===== config.mk =====
export PLATFORM = sky130hd
export DESIGN_NAME = pdo_top
export DESIGN_NICKNAME = d
export VERILOG_FILES = /design/src/rtl/pdo_pkg.sv /design/src/rtl/pdo_top.sv
export SDC_FILE = /design/constraint.sdc
export NUM_CORES = 1
export LEC_CHECK = 0
export ABC_AREA = 0
export BUFFER_PORTS_ARGS = -buffer_cell sky130_fd_sc_hd__clkbuf_2
export CORE_MARGIN = 4
export CORE_UTILIZATION = 41
export CTS_CLUSTER_SIZE = 8
export DETAILED_ROUTE_END_ITERATION = 10
export GPL_TIMING_DRIVEN = 0
export PLACE_DENSITY = 0.62
export REMOVE_ABC_BUFFERS = 1
export SYNTH_ARGS = -nofsm -noshare
export SYNTH_HDL_FRONTEND = slang
export SYNTH_SLANG_ARGS = --single-unit

===== constraint.sdc =====
create_clock -name clk -period 2 [get_ports clk]
set_clock_uncertainty 0.2 [all_clocks]
set_input_delay 0.3 -clock clk [delete_from_list [all_inputs] [get_ports clk]]
set_output_delay 0.3 -clock clk [all_outputs]
set_load 0.01 [all_outputs]

===== src/rtl/pdo_pkg.sv =====
//----------------------------------------------------------------------
// Purpose: Constants and types for the per-channel PWM output path
// Assumes: 32-bit classic Wishbone slave, one clock, synchronous reset
// Notes:   Functional notes below; offsets are byte addresses
//----------------------------------------------------------------------

package pdo_pkg;

	localparam int NCH    = 3;
	localparam int DTM_W  = 8;
	localparam int MODE_W = 4;

	localparam logic [MODE_W-1:0] MODE_HYST = 4'h9;

	//------------------------------------------------------------------
	// Register map
	//------------------------------------------------------------------
	localparam logic [7:0] ADR_MODE = 8'h00;
	localparam logic [7:0] ADR_DTC  = 8'h04;
	localparam logic [7:0] ADR_CTRL = 8'h08;
	localparam logic [7:0] ADR_STAT = 8'h0C;
	localparam logic [7:0] ADR_PSL  = 8'h10;

	localparam int DTC_DTM_LSB    = 0;
	localparam int DTC_EN_LSB     = 8;
	localparam int DTC_BUSY_LSB   = 16;
	localparam int CTRL_DEADTIME_RESET_BIT = 0;
	localparam int STAT_ST_LSB    = 0;
	localparam int STAT_SEL_LSB   = 8;

	localparam logic [DTM_W-1:0]  RST_DTM  = 8'h00;
	localparam logic [NCH-1:0]    RST_DTEN = 3'h0;
	localparam logic [2*NCH-1:0]  RST_SEL  = 6'h00;
	localparam logic [2*NCH-1:0]  RST_PSL  = 6'h00;

	typedef struct packed {
		logic        cyc;
		logic        stb;
		logic        we;
		logic [7:0]  adr;
		logic [3:0]  sel;
		logic [31:0] dat;
	} pdo_wb_req_s;

	typedef struct packed {
		logic        ack;
		logic [31:0] dat;
	} pdo_wb_rsp_s;

	typedef struct packed {
		logic [NCH-1:0] main_phase_output;
		logic [NCH-1:0] complementary_phase_output;
	} pdo_phase_s;

	typedef struct packed {
		logic [NCH-1:0][MODE_W-1:0] mode;
		logic [DTM_W-1:0]           deadtime_length;
		logic [NCH-1:0]             dten;
		logic [2*NCH-1:0]           sel;
		logic [2*NCH-1:0]           psl_sh;
		logic [2*NCH-1:0]           psl_act;
		logic [NCH-1:0]             s1;
		logic [NCH-1:0]             s2;
		logic [NCH-1:0]             s3;
		logic [NCH-1:0]             cmp_f;
		logic [NCH-1:0]             st;
		logic [NCH-1:0]             seen;
		logic [NCH-1:0][DTM_W-1:0]  cnt;
		pdo_phase_s                 ph;
		logic                       ack;
		logic [31:0]                rdat;
	} pdo_state_s;

endpackage : pdo_pkg


===== src/rtl/pdo_top.sv =====
//----------------------------------------------------------------------
// Purpose: Hysteresis gating, dead-time, state and level selection
// Assumes: timer_tick is a one-cycle pulse per main timer clock step
// Notes:   Outputs are registered, one cycle behind the state bits
//----------------------------------------------------------------------
//
// The register addresses and the Wishbone slave port are this design's own decisions.
`timescale 1ns/10ps

module pdo_top
	import pdo_pkg::*;
(
	// Clock and reset
	input  wire logic           clk,
	input  wire logic           rst,
	// Register bus
	input  wire pdo_wb_req_s    wb_req,
	output pdo_wb_rsp_s         wb_rsp,
	// Compare logic side
	input  wire logic           timer_tick,
	input  wire logic           timer_shadow_transfer,
	input  wire logic [NCH-1:0] channel_state_req,
	// Comparator pins
	input  wire logic [NCH-1:0] comparator_input,
	// Phase outputs toward modulation stage
	output pdo_phase_s          phase_out
);

	pdo_state_s q;
	pdo_state_s d;

	logic           acc;
	logic           wr;
	logic           deadtime_reset_w;
	logic [NCH-1:0] mask;
	logic [NCH-1:0] dir_st;
	logic [NCH-1:0] inv_st;
	logic [NCH-1:0] main_act;
	logic [NCH-1:0] comp_act;
	logic [NCH-1:0] busy;
	logic [31:0]    rd_val;

	//------------------------------------------------------------------
	// Helpers
	//------------------------------------------------------------------
	function automatic logic [31:0] byte_merge(input logic [31:0] old_v,
		input logic [31:0] new_v, input logic [3:0] be);
		logic [31:0] r;
		r = old_v;
		for (int b = 0; b < 4; b++) begin
			if (be[b]) begin
				r[8*b +: 8] = new_v[8*b +: 8];
			end
		end
		return r;
	endfunction : byte_merge

	function automatic logic [31:0] dtc_word(input logic [DTM_W-1:0] len,
		input logic [NCH-1:0] en, input logic [NCH-1:0] bsy);
		logic [31:0] r;
		r = 32'h0000_0000;
		r[DTC_DTM_LSB +: DTM_W] = len;
		r[DTC_EN_LSB +: NCH]    = en;
		r[DTC_BUSY_LSB +: NCH]  = bsy;
		return r;
	endfunction : dtc_word

	//------------------------------------------------------------------
	// Next state
	//------------------------------------------------------------------
	always_comb begin
		logic [31:0] m;
		m        = 32'h0000_0000;
		d        = q;
		acc      = wb_req.cyc & wb_req.stb & ~q.ack;
		wr       = acc & wb_req.we;
		deadtime_reset_w  = wr & (wb_req.adr == ADR_CTRL) & wb_req.sel[0] & wb_req.dat[CTRL_DEADTIME_RESET_BIT];
		d.ack    = acc;

		for (int i = 0; i < NCH; i++) begin
			busy[i] = q.dten[i] & (q.cnt[i] != '0);
		end

		// Read mux; PSL reads return the bits in use, not the shadow
		unique case (wb_req.adr)
			ADR_MODE: rd_val = {20'h00000, q.mode};
			ADR_DTC:  rd_val = dtc_word(q.deadtime_length, q.dten, busy);
			ADR_STAT: rd_val = {18'h00000, q.sel, 5'h00, q.st};
			ADR_PSL:  rd_val = {26'h0000000, q.psl_act};
			default:  rd_val = 32'h0000_0000;
		endcase
		d.rdat = (acc & ~wb_req.we) ? rd_val : 32'h0000_0000;

		if (wr) begin
			unique case (wb_req.adr)
				ADR_MODE: begin
					m      = byte_merge({20'h00000, q.mode}, wb_req.dat, wb_req.sel);
					d.mode = m[NCH*MODE_W-1:0];
				end
				ADR_DTC: begin
					m      = byte_merge(dtc_word(q.deadtime_length, q.dten, 3'h0), wb_req.dat, wb_req.sel);
					d.deadtime_length  = m[DTC_DTM_LSB +: DTM_W];
					d.dten = m[DTC_EN_LSB +: NCH];
				end
				ADR_STAT: begin
					m     = byte_merge({18'h00000, q.sel, 8'h00}, wb_req.dat, wb_req.sel);
					d.sel = m[STAT_SEL_LSB +: 2*NCH];
				end
				ADR_PSL: begin
					m        = byte_merge({26'h0000000, q.psl_sh}, wb_req.dat, wb_req.sel);
					d.psl_sh = m[2*NCH-1:0];
				end
				default: begin
					m = 32'h0000_0000;
				end
			endcase
		end

		// Shadow transfer wins over nothing; a same-cycle write lands next transfer
		if (timer_shadow_transfer) begin
			d.psl_act = q.psl_sh;
		end

		// Comparator pin filter: three stages, change accepted when last two agree
		d.s1 = comparator_input;
		d.s2 = q.s1;
		d.s3 = q.s2;
		for (int i = 0; i < NCH; i++) begin
			if (q.s2[i] == q.s3[i]) begin
				d.cmp_f[i] = q.s3[i];
			end
		end

		for (int i = 0; i < NCH; i++) begin
			// Hysteresis gating of the state bit
			if (q.mode[i] == MODE_HYST && !q.cmp_f[i]) begin
				d.st[i] = 1'b0;
			end else begin
				d.st[i] = channel_state_req[i];
			end

			// Dead-time counter
			if (deadtime_reset_w) begin
				d.cnt[i]  = '0;
				d.seen[i] = q.st[i];
			end else if (!q.dten[i]) begin
				d.cnt[i]  = '0;
				d.seen[i] = q.st[i];
			end else if (q.cnt[i] != '0) begin
				// Changes wait; an early flip would otherwise add a second dead-time
				if (timer_tick) begin
					d.cnt[i] = DTM_W'(q.cnt[i] - 1'b1);
				end
			end else if (q.st[i] != q.seen[i]) begin
				d.seen[i] = q.st[i];
				d.cnt[i]  = q.deadtime_length;
			end

			// Mask is low while a change is pending or the counter runs
			mask[i]   = ~q.dten[i] | ((q.cnt[i] == '0) & (q.seen[i] == q.st[i]));
			dir_st[i] = q.st[i] & mask[i];
			inv_st[i] = ~q.st[i] & mask[i];

			// Select bit set swaps the output to the other side of the compare value
			main_act[i] = q.sel[2*i] ? inv_st[i] : dir_st[i];
			comp_act[i] = q.sel[2*i+1] ? dir_st[i] : inv_st[i];
			d.ph.main_phase_output[i]          = q.psl_act[2*i] ^ main_act[i];
			d.ph.complementary_phase_output[i] = q.psl_act[2*i+1] ^ comp_act[i];
		end
	end

	//------------------------------------------------------------------
	// State register
	//------------------------------------------------------------------
	always_ff @(posedge clk) begin
		if (rst) begin
			q         <= '0;
			q.deadtime_length     <= RST_DTM;
			q.dten    <= RST_DTEN;
			q.sel     <= RST_SEL;
			q.psl_sh  <= RST_PSL;
			q.psl_act <= RST_PSL;
		end else begin
			q <= d;
		end
	end

	assign wb_rsp.ack = q.ack;
	assign wb_rsp.dat = q.rdat;
	assign phase_out  = q.ph;

	for (genvar g = 0; g < NCH; g++) begin : g_chk

	end
endmodule : pdo_top


Word-level counts from Yosys, hierarchy flattened --
Index checks and enable logic that the tools add are counted.
Operators by class: bitwise logic cells 37, reductions and logical operators 35, multiplexer cells 28, add/subtract/negate cells 3, equality and inequality tests 25
Operators by type and width (count):
- $pmux W19 S4 | 1
- $mux W8 | 9
- $logic_not A8 Y1 | 4
- $reduce_bool A8 Y1 | 3
- $sub A8 B1 Y8 const B | 3
- $and A1 B1 Y1 | 19
- $mux W1 | 18
- $reduce_and A3 Y1 | 6
- $eq A8 B4 Y1 const B | 2
- $eq A4 B4 Y1 const B | 3
- $reduce_and A2 Y1 | 6
- $ne A3 B1 Y1 const B | 3
- $ne A3 B3 Y1 const B | 3
- $not A1 Y1 | 9
- $reduce_or A3 Y1 | 3
- $eq A8 B3 Y1 const B | 1
- $eq A8 B5 Y1 const B | 1
- $reduce_or A2 Y1 | 4
- $eq A1 B1 Y1 | 6
- $ne A2 B2 Y1 const B | 3
- $reduce_bool A2 Y1 | 3
- $xor A1 B1 Y1 | 6
- $logic_and A1 B1 Y1 | 3
- $logic_not A1 Y1 | 3
- other kinds (2) | 6
Word-level totals: bits of input ports 57, logic and storage cells 155, flip-flop bits (word level) 122, output and inout port bits 39

Depth between registers and ports, before layout --
word-level depth 8, gate-level depth with buffers 7, mapped depth without buffers 6

Worst setup path before layout --
No wires, ideal clock.
path type register to register, start register q[41] (netlist bit), end register q (netlist bit phase_out[0]), buffers on the path 1, path slack -0.191 ns, clock period less this slack 2.191 ns, arrival 1.868 ns, required time 1.677 ns, stages on the path, launching flop included 6, setup time 0.123 ns, cells stage by stage dfxtp_1 or4_1 clkbuf_1 or3_1 a21oi_1 mux2_1
Between the ends: cells in the longest elaborated chain, start to end 6, elaborated cells between the ends (all ways) 7, those cells by class mux: 1; bitwise: 5; reduce/logical: 1
RTL lines:
- from (decl) | line pdo_top.sv:29 | pdo_state_s q;
- $logic_not A8 Y1 (*) | line pdo_top.sv:160 | mask[i] = ~q.dten[i] | ((q.cnt[i] == '0) & (q.seen[i] == q.st[i]));
- $and A1 B1 Y1 (*) | line pdo_top.sv:160
- $or A1 B1 Y1 (*) | line pdo_top.sv:160
- $and A1 B1 Y1, on equally long branches | line pdo_top.sv:162, pdo_top.sv:161
- $mux W1 (*) | line pdo_top.sv:166 | comp_act[i] = q.sel[2*i+1] ? dir_st[i] : inv_st[i];
- $xor A1 B1 Y1 (*) | line pdo_top.sv:168 | d.ph.complementary_phase_output[i] = q.psl_act[2*i+1] ^ comp_act[i];
Every way passes the cells marked *; elsewhere a longest branch is shown, timed or not. A chain may end at the register's enable or synchronous reset.

Final worst setup path --
start register q[39] (netlist bit), end register q (netlist bit phase_out[3])
Between the ends: cells in the longest elaborated chain, start to end 6, elaborated cells between the ends (all ways) 7, those cells by class mux: 1; bitwise: 5; reduce/logical: 1
RTL lines:
- $logic_not A8 Y1 (*) | line pdo_top.sv:160
- $and A1 B1 Y1 (*) | line pdo_top.sv:160
- $or A1 B1 Y1 (*) | line pdo_top.sv:160
- $and A1 B1 Y1, on equally long branches | line pdo_top.sv:161, pdo_top.sv:162
- $mux W1 (*) | line pdo_top.sv:165 | main_act[i] = q.sel[2*i] ? inv_st[i] : dir_st[i];
- $xor A1 B1 Y1 (*) | line pdo_top.sv:167 | d.ph.main_phase_output[i] = q.psl_act[2*i] ^ main_act[i];
Marked as above.

==> impl_metrics.env <==
export IMPL_status="complete, but fails checks"
export IMPL_violations="setup timing"
export IMPL_vias=4491
export IMPL_synth_edf_count=0
export IMPL_drive_gt1_share_pct=30.2
export IMPL_htree_levels=3
export IMPL_critPathMaxStageDelay_ns=0.42
export IMPL_synthTopCellsByArea="dfxtp_1 (40%), mux2i_1 (7.0%), buf_4 (5.5%)"
export IMPL_slew_viol_final=0
export IMPL_worst_slew_pin_slew_ns=0.605
export IMPL_clockPowerShare_pct=41.4
export IMPL_worstPathCellList="inv_2, ha_4, or3b_4, or3_4, a21oi_4, mux2_4"
export IMPL_setup_viol=2
export IMPL_p_sw_mw=1.06
export IMPL_rsz0062_at_grt="true"
export IMPL_area_growth_pct=21.4
export IMPL_hold_end="q[106]"
export IMPL_cts_path_max_buffers=2
export IMPL_seqPwrFrac_pct=51.5
export IMPL_drt_pass1_iter_count=4
export IMPL_p_sw_share_pct=25.2
export IMPL_dieArea_sq_um=14900
export IMPL_ir_drop_v=0.000453
export IMPL_netlist_area_sq_um=5320
export IMPL_slowest_stage="or3_4"
export IMPL_layout_common_cells="dfxtp_1 (100), clkbuf_2 (56), nor2_1 (55)"
export IMPL_crit_buf_inv=1
export IMPL_yosys_area_top_type="dfxtp_1"
export IMPL_hold_viol_final=0
export IMPL_coreArea_sq_um=12700
export IMPL_ys_async_sr_fraction_pct=0
export IMPL_critPathTopFamily="simple AND/OR/NAND/NOR gates"
export IMPL_rr_endpoint="phase_out[3]"
export IMPL_fin_util_pct=51.0
export IMPL_setup_slack_ns=-0.159
export IMPL_grt_pass1_wl_microns=21900
export IMPL_setup_tns_ns=-0.296
export IMPL_worstPathRequired_ns=2.05
export IMPL_leakage_nw=2.57
export IMPL_start_util_pct=42.0
export IMPL_diodes=0
export IMPL_worstHoldStart="wb_req[4]"
export IMPL_critPathKind="flop to flop"
export IMPL_cp_end_kind="flop"
export IMPL_whs_path_depth=3
export IMPL_path_max_fanout=5
export IMPL_synth_cells=591
export IMPL_critPathLaunchType="flop"
export IMPL_grt_antenna_before_repair=0
export IMPL_cp_startpoint="q[39]"
export IMPL_maxCapViolCount=0
export IMPL_io_pins=96
export IMPL_synth_seq_cells=107
export IMPL_mostFrequentLayoutCell="dfxtp_1"
export IMPL_yosysSeqAreaShare_pct=40.3
export IMPL_regToRegSetupSlack_ns=-0.16
export IMPL_drt_initial_drc_count=258
export IMPL_insertion_delay_ns=0.36
export IMPL_rows=41
export IMPL_clk_pin_slew_ns=0.08
export IMPL_cts_root_buf="clkbuf_16"
export IMPL_fin_crit_sh_pct=108
export IMPL_wl_per_cell_microns=16.8
export IMPL_grt_usage_pct=18.7
export IMPL_drc_errors=0
export IMPL_numPortBuffers=60
export IMPL_fillCellCount=1174
export IMPL_yosysWarnings=0
export IMPL_vias_per_cell=5.44
export IMPL_hp_class="primary input to flop"
export IMPL_cp_arrival_ns=2.21
export IMPL_wl_microns=13800
export IMPL_grt_pass1_vias=4267
export IMPL_globalplace_congestion=0.885
export IMPL_final_antenna_net_count=0
export IMPL_netlist_area_leader_share_pct=40.3
export IMPL_gr_total_overflow=0
export IMPL_design_final_nets=709
export IMPL_p_comb_share_pct=7.2
export IMPL_syn_avg_cell_area_sq_um=9.00
export IMPL_grt_max_degree=80
export IMPL_reg2regPathDepth=6
export IMPL_fin_crit_ns=2.16
export IMPL_rr_startpoint="q[39]"
export IMPL_powerDensity_nw_per_um2=652
export IMPL_dpl_hpwl_microns=9330
export IMPL_synth_cell_types=59
export IMPL_cts_buffers=9
export IMPL_ys_flop_type="dfxtp_1"
export IMPL_intPower_mw=3.15
export IMPL_max_freq_mhz=463
export IMPL_die_width_microns=122
export IMPL_clock_sinks=107
export IMPL_die_y_microns=122
export IMPL_tritoncts="built"
export IMPL_slew_headroom_pct=59.7
-- final cells by class --
| type | instances | area [sq um] | share of cell area, % |
|---|---|---|---|
| Clock buffer | 9 | 225 | 3.49 |
| Clock inverter | 7 | 68.8 | 1.07 |
| Inverter | 14 | 52.6 | 0.814 |
| Multi-Input combinational cell | 414 | 3040 | 47.1 |
| Sequential cell | 107 | 2150 | 33.3 |
| Tap cell | 172 | 215 | 3.33 |
| Timing Repair Buffer | 102 | 706 | 10.9 |
-- per-stage QoR --
stage	setup slack [ns]	cells	hold slack (ns)	power [mW]	cell area, sq um
after floorplan	-0.175	535	0.167	2.33	4950
after global placement	-1.11	767	0.221	2.46	5460
after detailed placement	-0.615	767	0.229	2.46	5470
after CTS	-0.126	809	0.00841	4.23	6250
after global routing	-0.191	825	0.0146	4.36	6460
final	-0.159	825	0.0133	4.21	6460
-- worst min-delay path, stage by stage --
cell	delay, ns
clkbuf_2	0.11
mux2i_1	0.06
nor2_1	0.07
-- cell families after synthesis --
family	synth area share, %
compound gates	14.3
simple gates	22.7
xor+xnor	1.81
mux	11.0
buf+inv	8.92
flops	40.3
other cells	0.0705
fa+ha+maj	0.941
-- routing by layer --
layer	routed length [microns]	track usage, %
met2	6690	30.0
met1	6300	25.4
met4	259	7.28
met3	595	2.97
met5	0	0
-- synthesized netlist by cell type, drive strengths merged (4+ instances only) --
| library cell | number |
|---|---|
| a211oi | 5 |
| nand3 | 24 |
| buf | 47 |
| a22oi | 9 |
| nor2 | 63 |
| or4 | 10 |
| mux2i | 37 |
| a31oi | 10 |
| nand2 | 20 |
| nor3 | 15 |
| mux2 | 19 |
| nand2b | 4 |
| clkbuf | 23 |
| ha | 4 |
| a21oi | 41 |
| or3b | 8 |
| nor2b | 18 |
| xnor2 | 5 |
| o21ai | 30 |
| xor2 | 6 |
| or3 | 10 |
| o31ai | 10 |
| inv | 14 |
| dfxtp | 107 |
| nor4 | 8 |
-- flip-flops by register name (all words and copies together), names as in the netlist --
name and cells:
d 6, phase_out 6, q 77, wb_rsp 18
-- repair_timing --
item | in CTS | in global routing
pin swaps | 11 | 17
hold buffers | 9 | 0
hold endpoints to repair | 9 | 0
setup endpoints to repair | 71 | 38
setup buffers | 17 | 16
resized for setup | 53 | 31
-- worst max-delay path by stage --
stage | endpoint | slack (ns) | cells past startpoint
3_5_place_dp | q[103] | -0.61 | 5
2_1_floorplan | q[102] | -0.17 | 4
5_1_grt | phase_out[3] | -0.19 | 6
6_report | phase_out[3] | -0.16 | 6
4_1_cts | phase_out[3] | -0.13 | 6
3_3_place_gp | wb_rsp[7] | -1.11 | 5
-- power by group through the flow --
stage | Sequential, mW | Combinational (mW) | Clock (mW)
3_5_place_dp | 2.21 | 0.251 | 0
5_1_grt | 2.17 | 0.327 | 1.86
4_1_cts | 2.16 | 0.288 | 1.78
2_1_floorplan | 2.21 | 0.118 | 0
6_report | 2.17 | 0.302 | 1.74
3_3_place_gp | 2.21 | 0.248 | 0
Note: power is estimated with default switching activity, not from simulation.
